`config.mk`:
```
export PLATFORM = sky130hd
export DESIGN_NAME = adc_sequencer_control
export DESIGN_NICKNAME = d
export VERILOG_FILES = /design/src/adc_seq_pkg.sv /design/src/inj_result_mem.sv /design/src/adc_sequencer_control.sv
export VERILOG_INCLUDE_DIRS = /design/src
export SDC_FILE = /design/constraint.sdc
export NUM_CORES = 1
export LEC_CHECK = 0
export CAP_MARGIN = 40
export CELL_PAD_IN_SITES_DETAIL_PLACEMENT = 0
export CELL_PAD_IN_SITES_GLOBAL_PLACEMENT = 1
export CORE_MARGIN = 8
export CORE_UTILIZATION = 40
export CTS_CLUSTER_DIAMETER = 120
export DETAILED_ROUTE_END_ITERATION = 6
export DONT_BUFFER_PORTS = 1
export PLACE_DENSITY_LB_ADDON = 0.1
export SYNTH_ARGS = -nofsm -noshare
export SYNTH_HDL_FRONTEND = slang
export SYNTH_SLANG_ARGS = --single-unit
```
`constraint.sdc`:
```
create_clock -name clk_i -period 9.3 [get_ports clk_i]
set_input_delay 0.93 -clock clk_i [delete_from_list [all_inputs] [get_ports clk_i]]
set_output_delay 0.93 -clock clk_i [all_outputs]
set_load 0.01 [all_outputs]
```
`src/adc_seq_cfg.svh`:
```
// Offsets, field positions, reset values and timing counts of the sequencer.
// Assumes a 100 MHz register clock and a byte-addressed Wishbone bus.
`ifndef ADC_SEQ_CFG_SVH
`define ADC_SEQ_CFG_SVH
// ****************
// Register offsets
// ****************
`define OFS_CTRL1   8'h00
`define OFS_CTRL2   8'h04
`define OFS_CTRL3   8'h08
`define OFS_STS     8'h0C
`define OFS_JSEQ    8'h10
`define OFS_RSEQ1   8'h14
`define OFS_RSEQ2   8'h18
`define OFS_RSEQ3   8'h1C
`define OFS_WDGHI   8'h20
`define OFS_WDGLO   8'h24
`define OFS_DAT     8'h28
`define OFS_JDAT0   8'h2C
`define OFS_JDAT3   8'h38
// ****************
// Field positions
// ****************
`define C1_GCH_LSB  0
`define C1_REIE     5
`define C1_GIE      6
`define C1_IEIE     7
`define C1_GSGL     9
`define C1_GIEN     22
`define C1_GREN     23
`define C2_ON       0
`define C2_RPT      1
`define C2_DIV_LSB  8
`define C2_PLL      12
`define C2_ISRC_LSB 16
`define C2_IEXT     19
`define C2_RSRC_LSB 20
`define C2_REXT     23
`define C3_RDY      0
`define C3_PDD      1
`define C3_DEEP     2
`define C3_CAL      3
`define ST_TRIP     0
`define ST_REND     1
`define ST_IEND     2
`define RSEQ_LEN_LSB 20
`define JSEQ_LEN_LSB 20
// ****************
// Write masks and reset values
// ****************
`define C1_WMASK    32'h00C0_02FF
`define C2_WMASK    32'h00FF_1F03
`define C3_WMASK    32'h0000_0004
`define RSEQ1_WMASK 32'h00FF_FFFF
`define RSEQ_WMASK  32'h3FFF_FFFF
`define JSEQ_WMASK  32'h003F_FFFF
`define THR_WMASK   32'h0000_0FFF
`define WDGHI_RST   32'h0000_0FFF
`define ZERO_RST    32'h0000_0000
// ****************
// Fixed internal channels
// ****************
`define CH_VREFINT  5'h00
`define CH_OP1      5'h03
`define CH_OP2      5'h07
`define CH_TEMP     5'h11
`define CH_VREFBUF  5'h12
// ****************
// Timing
// ****************
`define CLK_PERIOD_NS  10
`define TIMING_TICK_NS 1000
`define TICK_CYCLES    (`TIMING_TICK_NS / `CLK_PERIOD_NS)
`define CLK_MHZ        (1000 / `CLK_PERIOD_NS)
`define MAX_WORK_MHZ   72
`define MIN_SYNC_DIV   ((`CLK_MHZ + `MAX_WORK_MHZ - 1) / `MAX_WORK_MHZ)
`endif

```
`src/adc_seq_pkg.sv`:
```
// Types shared by the sequencer and the converter core model.
// Assumes nothing beyond a SystemVerilog compiler.
package adc_seq_pkg;
  typedef enum logic [2:0] {PWR_OFF, PWR_STAB, PWR_IDLE, PWR_CONV, PWR_DOWN} pwr_state_t;
  typedef struct packed {
    logic       start;
    logic       injected;
    logic [4:0] channel;
  } conv_req_t;
  typedef struct packed {
    logic        done;
    logic [11:0] data;
  } conv_res_t;
endpackage

```
`src/inj_result_mem.sv`:
```
// Small result store with registered read data.
// Assumes one write and one read port on the same clock.
module inj_result_mem #(
  parameter int W     = 16,
  parameter int DEPTH = 4,
  parameter int AW    = 2
) (
  input  wire logic          clk_i,
  input  wire logic          we_i,
  input  wire logic [AW-1:0] waddr_i,
  input  wire logic [W-1:0]  wdata_i,
  input  wire logic [AW-1:0] raddr_i,
  output logic      [W-1:0]  rdata_o
);
  logic [W-1:0] mem [DEPTH];
  initial
  begin
    if (DEPTH > (1 << AW))
      $error("inj_result_mem: depth exceeds address range");
  end
  always_ff @(posedge clk_i)
  begin
    if (we_i)
      mem[waddr_i] <= wdata_i;
    rdata_o <= mem[raddr_i];
  end
endmodule

```
`src/adc_sequencer_control.sv`:
```
// Converter sequencer: power handshake, working clock, regular and injected
// sequences, end flags, results and threshold guard, behind a Wishbone slave.
// Assumes the converter core answers each start with one done pulse on clk_i.
`include "adc_seq_cfg.svh"
module adc_sequencer_control #(
  parameter int STAB_US  = 2,
  parameter int PDOWN_US = 2,
  parameter int NTRIG    = 8
) (
  input  wire logic                   clk_i,
  input  wire logic                   rst_i,
  input  wire logic                   cyc_i,
  input  wire logic                   stb_i,
  input  wire logic                   we_i,
  input  wire logic [7:0]             adr_i,
  input  wire logic [3:0]             sel_i,
  input  wire logic [31:0]            dat_i,
  output logic      [31:0]            dat_o,
  output logic                        ack_o,
  input  wire logic [NTRIG-1:0]       reg_trig_i,
  input  wire logic [NTRIG-1:0]       inj_trig_i,
  input  wire logic                   pll_clk_i,
  input  wire adc_seq_pkg::conv_res_t conv_res_i,
  output adc_seq_pkg::conv_req_t      conv_req_o,
  output logic                        work_tick_o,
  output logic                        power_on_o,
  output logic                        deep_sleep_o,
  output logic                        irq_o
);
  localparam int TICK_P = `TICK_CYCLES;
  localparam int PD_MAX = (PDOWN_US + 1) * TICK_P;
  initial
  begin
    if (NTRIG != 8 || STAB_US < 1 || PDOWN_US < 1 || STAB_US > 65535 || PDOWN_US > 65535)
      $error("adc_sequencer_control: unsupported parameter value");
  end

  // ****************
  // Helpers
  // ****************
  function automatic logic [31:0] merge(input logic [31:0] old, input logic [31:0] nw,
                                        input logic [3:0] be, input logic [31:0] msk);
    logic [31:0] r;
    r = old;
    for (int i = 0; i < 4; i++)
      if (be[i])
        r[8*i +: 8] = nw[8*i +: 8];
    return r & msk;
  endfunction

  function automatic logic [8:0] div_ratio(input logic [3:0] code, input logic pll);
    logic [8:0] r;
    unique case (code)
      4'h0: r = 9'h001;
      4'h1: r = 9'h002;
      4'h2: r = 9'h004;
      4'h3: r = 9'h006;
      4'h4: r = 9'h008;
      4'h5: r = 9'h00A;
      4'h6: r = 9'h00C;
      4'h7: r = 9'h010;
      4'h8: r = 9'h020;
      4'h9: r = 9'h040;
      4'hA: r = 9'h080;
      default: r = 9'h100;
    endcase
    if (!pll && code > 4'h8)
      r = 9'h020;
    if (!pll && r < 9'(`MIN_SYNC_DIV))
      r = 9'(`MIN_SYNC_DIV);
    return r;
  endfunction

  function automatic logic [4:0] chan_at(input logic [79:0] v, input logic [3:0] i);
    logic [4:0] c;
    c = v[5*i +: 5];
    return (c > `CH_VREFBUF) ? `CH_VREFINT : c;
  endfunction

  // ****************
  // Registers and state
  // ****************
  logic [31:0]             ctrl1, ctrl2, ctrl3, jseq, rseq1, rseq2, rseq3, wdghi, wdglo;
  logic [15:0]             dat_reg;
  logic [2:0]              flags;
  logic                    pend, cal_valid, pd_done;
  adc_seq_pkg::pwr_state_t st;
  logic [15:0]             us_cnt;
  logic [6:0]              tcnt;
  logic                    tick1m;
  logic [NTRIG-1:0]        r_s1, r_s2, r_s3, i_s1, i_s2, i_s3;
  logic                    p_s1, p_s2, p_s3;
  logic [8:0]              divcnt;
  logic                    reg_pend, inj_pend, need_start, grp_inj;
  logic [3:0]              pos;
  logic [15:0]             mem_rdata;

  wire logic        wr       = pend && we_i;
  wire logic        on_wr    = wr && adr_i == `OFS_CTRL2 && sel_i[0];
  wire logic        new_on   = dat_i[`C2_ON];
  wire logic        off_req  = on_wr && !new_on;
  wire logic        powered  = st == adc_seq_pkg::PWR_IDLE || st == adc_seq_pkg::PWR_CONV;
  wire logic        pll_sel  = ctrl2[`C2_PLL];
  wire logic [8:0]  ratio    = div_ratio(ctrl2[`C2_DIV_LSB +: 4], pll_sel);
  wire logic        p_rise   = p_s2 && !p_s3;
  wire logic        adv      = pll_sel ? p_rise : 1'b1;
  wire logic        wtick    = adv && divcnt >= ratio - 9'h001;
  wire logic [2:0]  rsrc     = ctrl2[`C2_RSRC_LSB +: 3];
  wire logic [2:0]  isrc     = ctrl2[`C2_ISRC_LSB +: 3];
  wire logic        r_edge   = ctrl2[`C2_REXT] && r_s2[rsrc] && !r_s3[rsrc];
  wire logic        i_edge   = ctrl2[`C2_IEXT] && i_s2[isrc] && !i_s3[isrc];
  wire logic [3:0]  rlen     = rseq1[`RSEQ_LEN_LSB +: 4];
  wire logic [3:0]  injected_seq_count     = {2'b00, jseq[`JSEQ_LEN_LSB +: 2]};
  wire logic [3:0]  cur_len  = grp_inj ? injected_seq_count : rlen;
  wire logic [79:0] rchans   = {rseq1[19:0], rseq2[29:0], rseq3[29:0]};
  wire logic [79:0] jchans   = {60'h0, jseq[19:0]};
  wire logic        done     = st == adc_seq_pkg::PWR_CONV && conv_res_i.done;
  wire logic        seq_end  = done && pos == cur_len;
  wire logic        launch   = st == adc_seq_pkg::PWR_IDLE && (inj_pend || reg_pend) && !off_req;
  wire logic [11:0] raw      = conv_res_i.data;
  wire logic        sw_start = on_wr && new_on && ctrl2[`C2_ON] && powered;

  // ****************
  // Wishbone slave
  // ****************
  always_ff @(posedge clk_i)
  begin
    if (rst_i)
    begin
      pend  <= 1'b0;
      ack_o <= 1'b0;
      dat_o <= `ZERO_RST;
    end
    else
    begin
      pend  <= cyc_i && stb_i && !pend && !ack_o;
      ack_o <= pend;
      if (pend && !we_i)
      begin
        unique case (adr_i)
          `OFS_CTRL1: dat_o <= ctrl1;
          `OFS_CTRL2: dat_o <= ctrl2;
          `OFS_CTRL3: dat_o <= ctrl3 | {28'h0, cal_valid, 1'b0, pd_done, powered};
          `OFS_STS:   dat_o <= {29'h0, flags};
          `OFS_JSEQ:  dat_o <= jseq;
          `OFS_RSEQ1: dat_o <= rseq1;
          `OFS_RSEQ2: dat_o <= rseq2;
          `OFS_RSEQ3: dat_o <= rseq3;
          `OFS_WDGHI: dat_o <= wdghi;
          `OFS_WDGLO: dat_o <= wdglo;
          `OFS_DAT:   dat_o <= {16'h0, dat_reg};
          8'h2C, 8'h30, 8'h34, `OFS_JDAT3: dat_o <= {16'h0, mem_rdata};
          default:    dat_o <= `ZERO_RST;
        endcase
      end
    end
  end

  always_ff @(posedge clk_i)
  begin
    if (rst_i)
    begin
      ctrl1 <= `ZERO_RST;
      ctrl2 <= `ZERO_RST;
      ctrl3 <= `ZERO_RST;
      jseq  <= `ZERO_RST;
      rseq1 <= `ZERO_RST;
      rseq2 <= `ZERO_RST;
      rseq3 <= `ZERO_RST;
      wdghi <= `WDGHI_RST;
      wdglo <= `ZERO_RST;
    end
    else if (wr)
    begin
      unique case (adr_i)
        `OFS_CTRL1: ctrl1 <= merge(ctrl1, dat_i, sel_i, `C1_WMASK);
        `OFS_CTRL2: ctrl2 <= merge(ctrl2, dat_i, sel_i, `C2_WMASK);
        `OFS_CTRL3: ctrl3 <= merge(ctrl3, dat_i, sel_i, `C3_WMASK);
        `OFS_JSEQ:  jseq  <= merge(jseq, dat_i, sel_i, `JSEQ_WMASK);
        `OFS_RSEQ1: rseq1 <= merge(rseq1, dat_i, sel_i, `RSEQ1_WMASK);
        `OFS_RSEQ2: rseq2 <= merge(rseq2, dat_i, sel_i, `RSEQ_WMASK);
        `OFS_RSEQ3: rseq3 <= merge(rseq3, dat_i, sel_i, `RSEQ_WMASK);
        `OFS_WDGHI: wdghi <= merge(wdghi, dat_i, sel_i, `THR_WMASK);
        `OFS_WDGLO: wdglo <= merge(wdglo, dat_i, sel_i, `THR_WMASK);
        default:    ;
      endcase
    end
  end

  // ****************
  // Clocks and input synchronisers
  // ****************
  // 1 MHz timing tick
  always_ff @(posedge clk_i)
  begin
    if (rst_i)
    begin
      tcnt   <= 7'h00;
      tick1m <= 1'b0;
    end
    else
    begin
      tcnt   <= (tcnt == 7'(TICK_P - 1)) ? 7'h00 : tcnt + 7'h01;
      tick1m <= tcnt == 7'(TICK_P - 1);
    end
  end

  always_ff @(posedge clk_i)
  begin
    if (rst_i)
    begin
      {r_s1, r_s2, r_s3, i_s1, i_s2, i_s3} <= '0;
      {p_s1, p_s2, p_s3}                   <= 3'h0;
    end
    else
    begin
      {r_s3, r_s2, r_s1} <= {r_s2, r_s1, reg_trig_i};
      {i_s3, i_s2, i_s1} <= {i_s2, i_s1, inj_trig_i};
      {p_s3, p_s2, p_s1} <= {p_s2, p_s1, pll_clk_i};
    end
  end

  always_ff @(posedge clk_i)
  begin
    if (rst_i || (!pll_sel && st != adc_seq_pkg::PWR_CONV))
      divcnt <= 9'h000;
    else if (adv)
      divcnt <= wtick ? 9'h000 : divcnt + 9'h001;
  end

  // ****************
  // Power sequencing
  // ****************
  always_ff @(posedge clk_i)
  begin
    if (rst_i)
    begin
      st        <= adc_seq_pkg::PWR_OFF;
      us_cnt    <= 16'h0000;
      pd_done   <= 1'b0;
      cal_valid <= 1'b0;
    end
    else
    begin
      if (wr && adr_i == `OFS_CTRL3 && sel_i[0] && dat_i[`C3_CAL])
        cal_valid <= 1'b1;
      unique case (st)
        adc_seq_pkg::PWR_OFF:
          if (on_wr && new_on)
          begin
            st      <= adc_seq_pkg::PWR_STAB;
            us_cnt  <= 16'h0000;
            pd_done <= 1'b0;
          end
        adc_seq_pkg::PWR_STAB:
          if (off_req)
          begin
            st     <= adc_seq_pkg::PWR_DOWN;
            us_cnt <= 16'h0000;
          end
          else if (tick1m)
          begin
            us_cnt <= us_cnt + 16'h0001;
            if (us_cnt == 16'(STAB_US - 1))
              st <= adc_seq_pkg::PWR_IDLE;
          end
        adc_seq_pkg::PWR_IDLE, adc_seq_pkg::PWR_CONV:
          // clearing on stops and powers down
          if (off_req)
          begin
            st     <= adc_seq_pkg::PWR_DOWN;
            us_cnt <= 16'h0000;
          end
          else if (launch)
            st <= adc_seq_pkg::PWR_CONV;
          else if (seq_end)
            st <= adc_seq_pkg::PWR_IDLE;
        adc_seq_pkg::PWR_DOWN:
          if (tick1m)
          begin
            us_cnt <= us_cnt + 16'h0001;
            if (us_cnt == 16'(PDOWN_US - 1))
            begin
              st      <= adc_seq_pkg::PWR_OFF;
              pd_done <= 1'b1;
              if (ctrl3[`C3_DEEP])
                cal_valid <= 1'b0;
            end
          end
      endcase
    end
  end

  // ****************
  // Sequencing
  // ****************
  always_ff @(posedge clk_i)
  begin
    if (rst_i || st == adc_seq_pkg::PWR_DOWN || st == adc_seq_pkg::PWR_OFF)
    begin
      reg_pend   <= 1'b0;
      inj_pend   <= 1'b0;
      need_start <= 1'b0;
      grp_inj    <= 1'b0;
      pos        <= 4'h0;
      conv_req_o <= '0;
    end
    else
    begin
      reg_pend <= (reg_pend && !(launch && !inj_pend))
                  || sw_start || (powered && r_edge)
                  || (seq_end && !grp_inj && ctrl2[`C2_RPT]);
      inj_pend <= (inj_pend && !launch) || (powered && i_edge);
      conv_req_o.start <= st == adc_seq_pkg::PWR_CONV && need_start && wtick;
      if (launch)
      begin
        grp_inj    <= inj_pend;
        pos        <= 4'h0;
        need_start <= 1'b1;
      end
      else if (st == adc_seq_pkg::PWR_CONV && need_start && wtick)
        need_start <= 1'b0;
      else if (done && !seq_end)
      begin
        pos        <= pos + 4'h1;
        need_start <= 1'b1;
      end
      conv_req_o.injected <= grp_inj;
      conv_req_o.channel  <= grp_inj ? chan_at(jchans, pos) : chan_at(rchans, pos);
    end
  end

  // ****************
  // Results, flags and guard
  // ****************
  // raw value against thresholds
  wire logic g_grp = grp_inj ? ctrl1[`C1_GIEN] : ctrl1[`C1_GREN];
  wire logic g_ch  = !ctrl1[`C1_GSGL] || conv_req_o.channel == ctrl1[`C1_GCH_LSB +: 5];
  wire logic g_out = raw > wdghi[11:0] || raw < wdglo[11:0];
  wire logic trip  = done && g_grp && g_ch && g_out;
  wire logic [2:0] set_f = {done && grp_inj, done && !grp_inj, trip};
  wire logic [2:0] clr_f = (wr && adr_i == `OFS_STS && sel_i[0]) ? ~dat_i[2:0] : 3'h0;

  inj_result_mem #(
    .W     (16),
    .DEPTH (4),
    .AW    (2)
  ) u_jmem (
    .clk_i   (clk_i),
    .we_i    (done && grp_inj),
    .waddr_i (pos[1:0]),
    .wdata_i ({4'h0, raw}),
    .raddr_i (2'(adr_i[7:2] - 6'h0B)),
    .rdata_o (mem_rdata)
  );

  always_ff @(posedge clk_i)
  begin
    if (rst_i)
    begin
      flags   <= 3'h0;
      dat_reg <= 16'h0000;
    end
    else
    begin
      flags <= (flags & ~clr_f) | set_f;
      if (done && !grp_inj)
        dat_reg <= {4'h0, raw};
    end
  end

  always_ff @(posedge clk_i)
  begin
    if (rst_i)
    begin
      irq_o        <= 1'b0;
      work_tick_o  <= 1'b0;
      power_on_o   <= 1'b0;
      deep_sleep_o <= 1'b0;
    end
    else
    begin
      irq_o        <= |(flags & {ctrl1[`C1_IEIE], ctrl1[`C1_REIE], ctrl1[`C1_GIE]});
      work_tick_o  <= wtick;
      power_on_o   <= st != adc_seq_pkg::PWR_OFF;
      deep_sleep_o <= st == adc_seq_pkg::PWR_OFF && ctrl3[`C3_DEEP];
    end
  end
endmodule

```
==> reports/metrics.json <==
{
  "maxClockFrequency": {"value": 263, "unit": "MHz"},
  "finalCritPeriodShare": {"value": 0.410},
  "core_area": {"value": 41900, "unit": "um^2"},
  "tightest_slew": {"value": 0.902, "unit": "ns"},
  "fp.dieW": {"value": 222, "unit": "um"},
  "outcome": {"value": "completed"},
  "worst_path_dominant_cell_family": {"value": "compound AO/OA/AOI/OAI gates"},
  "synth.cell_area": {"value": 17000, "unit": "um^2"},
  "period_minus_slack": {"value": 3.81, "unit": "ns"},
  "critical-path-slowest-cell": {"value": "sky130_fd_sc_hd__dfxtp_1"},
  "finalSetupViolCount": {"value": 0},
  "syn-instance-count": {"value": 1802},
  "total_power": {"value": 3.62, "unit": "mW"},
  "firstDrtPassIters": {"value": 6},
  "yosys_most_used_dff": {"value": "sky130_fd_sc_hd__dfxtp_1"},
  "synth_enable_flop_cells": {"value": 48},
  "wl_per_cell": {"value": 24.7, "unit": "um"},
  "startpoint_type": {"value": "flip-flop"},
  "cts_max_path_buffers": {"value": 3},
  "finish.utilization": {"value": 0.453},
  "clk_latency": {"value": 0.58, "unit": "ns"},
  "totalNegativeSetupSlack": {"value": 0, "unit": "ns"},
  "irDropWorstVdd": {"value": 0.000154, "unit": "V"},
  "cellPowerDensity": {"value": 191, "unit": "nW/um^2"},
  "holdWs": {"value": 0.432, "unit": "ns"},
  "hold-path-cell-count": {"value": 2},
  "layout.filler_cells": {"value": 3966},
  "cp.required": {"value": 9.79, "unit": "ns"},
  "final_hpwl_from_detailed_placement": {"value": 40200, "unit": "um"},
  "fraction_of_layout_cells_with_a_size_suffix_above_1": {"value": 0.0918},
  "insertedDiodeCount": {"value": 0},
  "global_route_wire_length_before_repair": {"value": 86400, "unit": "um"},
  "post_cts_resized": {"value": 0},
  "hold_path_class": {"value": "reg -> reg"},
  "wl_final": {"value": 57500, "unit": "um"},
  "area.growth.synth_to_final": {"value": 11.6, "unit": "%"},
  "largest_register": {"value": "u_jmem.mem"},
  "placement.io_buffers": {"value": 0},
  "cts.htree.levels": {"value": 2},
  "synthArstFlopShare": {"value": 0},
  "clock_sinks": {"value": 381},
  "cts_post_setup_buffers_inserted": {"value": 0},
  "netlist-cell-type-count": {"value": 73},
  "dp_cells": {"value": 2249},
  "routed-via-count": {"value": 13600},
  "grt_setup_unrepaired": {"value": "false"},
  "die_height": {"value": 222, "unit": "um"},
  "critical_path.max_stage_delay": {"value": 0.40, "unit": "ns"},
  "initial_antenna_violation_count": {"value": 0},
  "grt_util_all_layers": {"value": 0.227},
  "design.die.area": {"value": 49400, "unit": "um^2"},
  "postRouteAntennaNets": {"value": 0},
  "number_of_cts_inserted_buffers": {"value": 42},
  "largest_register_ff_count": {"value": 48},
  "r2r_slack": {"value": 5.49, "unit": "ns"},
  "criticalPathCategory": {"value": "reg -> reg"},
  "post_drt_via_cell_ratio": {"value": 5.84},
  "via_count_of_the_first_global_routing_pass": {"value": 13200},
  "timing.final.max_slew_violations": {"value": 0},
  "crit_chain": {"value": "nand2b_1 > or2_2 > a21boi_0 > ha_1 > nand2b_1 > o211ai_1 > o21ai_0 > nor2_1 > ha_1 > a21o_1 > a221oi_1 > o21ai_1 > buf_4 > a211oi_1 > mux2i_1"},
  "postSynthAreaPerCell": {"value": 9.45, "unit": "um^2"},
  "synth_sequential_area_ratio": {"value": 0.476},
  "cts_tree": {"value": "done"},
  "drv_cap": {"value": 0},
  "timing.reg2reg.worst_path_depth": {"value": 15},
  "final_cells": {"value": 2325},
  "yosysWarnings": {"value": 0},
  "floorplan.rows": {"value": 75},
  "critical_path.n_buffers_inverters": {"value": 1},
  "drt_iter0_markers": {"value": 1338},
  "timing.critical_path.to_type": {"value": "flip-flop"},
  "start_util": {"value": 0.406},
  "post_cts_hold_buffer_count": {"value": 0},
  "clock_skew": {"value": 0.0205, "unit": "ns"},
  "gp_congestion": {"value": 0.881},
  "grt_start_max_net_pins": {"value": 272},
  "clk_transition_reported_paths": {"value": 0.06, "unit": "ns"},
  "postLayoutSetupSlackWorst": {"value": 5.49, "unit": "ns"},
  "placedInstanceArea": {"value": 17500, "unit": "um^2"},
  "net_count_final": {"value": 1878},
  "num_io_pins": {"value": 123},
  "leakagePower": {"value": 6.38, "unit": "nW"},
  "post-route-drc-count": {"value": 0},
  "globalRouteOverflowTotal": {"value": 0},
  "synth.ff_latch_count": {"value": 381},
  "relSlewSlack": {"value": 0.394},
  "ctsRootBufferMaster": {"value": "sky130_fd_sc_hd__clkbuf_16"},
  "report.final.hold_viol_count": {"value": 0},
  "design_area": {"value": 19000, "unit": "um^2"},
  "timing.critical_path.arrival": {"value": 4.30, "unit": "ns"},
  "post_place_setup_slack": {"value": 5.41, "unit": "ns"},
  "path_depth": {"value": 15},
  "timing.critical_path.fanout_max": {"value": 12}
}
power by group:
group          total [mW]  switching (mW)  internal, mW
Clock                1.84           0.696          1.15
Sequential           1.69          0.0118          1.68
Combinational      0.0796          0.0489        0.0307
Total                3.62           0.757          2.86
metal layers:
layer | vias to the layer above | part of all wire | GRT usage
met5 | - | 0 | 0
met4 | 0 | 0.023 | 0.0644
met3 | 81 | 0.076 | 0.0502
met2 | 464 | 0.45 | 0.359
met1 | 6637 | 0.45 | 0.309
li1 | 6392 | - | -
synth_stat cells, drive strengths merged (6+ instances only):
master,instances,share of area
a211o,14,0.0072
a211oi,14,0.0065
a21o,9,0.0040
a21oi,149,0.044
a221oi,27,0.014
a222oi,9,0.0053
a22o,10,0.0051
a22oi,39,0.017
and2,12,0.0044
and3,21,0.0077
buf,21,0.0068
clkbuf,102,0.022
dfxtp,333,0.39
edfxtp,48,0.085
ha,45,0.033
inv,48,0.011
mux2i,69,0.041
mux4,38,0.050
nand2,178,0.039
nand2b,10,0.0037
nand3,28,0.0082
nand4,16,0.0059
nor2,189,0.043
nor2b,61,0.022
nor3,31,0.011
nor4,11,0.0053
nor4b,6,0.0038
o21ai,136,0.040
o221ai,8,0.0041
o22ai,8,0.0029
o32ai,6,0.0031
xnor2,15,0.0077
xor2,23,0.012
cells by family (layout without fill, tap and decap cells):
family | after synthesis | count (layout) | share of synthesized area
AND/OR/NAND/NOR | 587 | 587 | 0.166
AO/OA/AOI/OAI | 468 | 468 | 0.172
flip-flops | 381 | 381 | 0.476
buffers and inverters | 171 | 154 | 0.0398
multiplexers | 111 | 111 | 0.0935
adder cells (fa/ha/maj) | 45 | 45 | 0.0331
XOR/XNOR | 38 | 38 | 0.0196
other | 1 | 2 | 0.000220
final timing paths:
kind / from / end
min: i_s2[4] / i_s3[4]
max: ctrl2[12] / pos[3]
max reg2reg: ctrl2[12] / pos[3]
min reg2reg: i_s2[4] / i_s3[4]
cell type report:
class,count,area (um^2),area share
clock buffers,60,1240,0.0653
clock inverters,16,288,0.0151
multi-input cells,1251,8270,0.436
repair buffers,30,233,0.0123
inverters,48,180,0.00948
well taps,539,674,0.0355
flip-flops and latches,381,8110,0.427
cells in the final DEF, fill, tap and decap left out, types with 9 or more instances in the layout:
cell type | netlist | layout
sky130_fd_sc_hd__a211o_1 | 14 | 14
sky130_fd_sc_hd__a211oi_1 | 13 | 13
sky130_fd_sc_hd__a21o_1 | 9 | 9
sky130_fd_sc_hd__a21oi_1 | 148 | 148
sky130_fd_sc_hd__a221oi_1 | 27 | 27
sky130_fd_sc_hd__a222oi_1 | 9 | 9
sky130_fd_sc_hd__a22o_1 | 10 | 10
sky130_fd_sc_hd__a22oi_1 | 39 | 39
sky130_fd_sc_hd__and2_1 | 10 | 10
sky130_fd_sc_hd__and3_1 | 21 | 21
sky130_fd_sc_hd__buf_4 | 2 | 28
sky130_fd_sc_hd__clkbuf_16 | 0 | 43
sky130_fd_sc_hd__clkbuf_8 | 0 | 10
sky130_fd_sc_hd__dfxtp_1 | 333 | 333
sky130_fd_sc_hd__edfxtp_1 | 48 | 48
sky130_fd_sc_hd__ha_1 | 45 | 45
sky130_fd_sc_hd__inv_1 | 47 | 47
sky130_fd_sc_hd__mux2i_1 | 69 | 69
sky130_fd_sc_hd__mux4_2 | 38 | 38
sky130_fd_sc_hd__nand2_1 | 178 | 178
sky130_fd_sc_hd__nand2b_1 | 10 | 10
sky130_fd_sc_hd__nand3_1 | 28 | 27
sky130_fd_sc_hd__nand4_1 | 16 | 16
sky130_fd_sc_hd__nor2_1 | 184 | 184
sky130_fd_sc_hd__nor2b_1 | 61 | 60
sky130_fd_sc_hd__nor3_1 | 26 | 25
sky130_fd_sc_hd__o21ai_0 | 135 | 135
sky130_fd_sc_hd__xnor2_1 | 15 | 15
sky130_fd_sc_hd__xor2_1 | 23 | 23
worst reg2reg max path, stage by stage (launching register included):
cell and delay [ns]:
sky130_fd_sc_hd__dfxtp_1 0.40, sky130_fd_sc_hd__nand2b_1 0.19, sky130_fd_sc_hd__or2_2 0.39, sky130_fd_sc_hd__a21boi_0 0.25, sky130_fd_sc_hd__ha_1 0.20, sky130_fd_sc_hd__nand2b_1 0.12
sky130_fd_sc_hd__o211ai_1 0.18, sky130_fd_sc_hd__o21ai_0 0.10, sky130_fd_sc_hd__nor2_1 0.12, sky130_fd_sc_hd__ha_1 0.26, sky130_fd_sc_hd__a21o_1 0.16, sky130_fd_sc_hd__a221oi_1 0.38
sky130_fd_sc_hd__o21ai_1 0.23, sky130_fd_sc_hd__buf_4 0.23, sky130_fd_sc_hd__a211oi_1 0.31, sky130_fd_sc_hd__mux2i_1 0.22
Power figures use the tool's default switching activity.
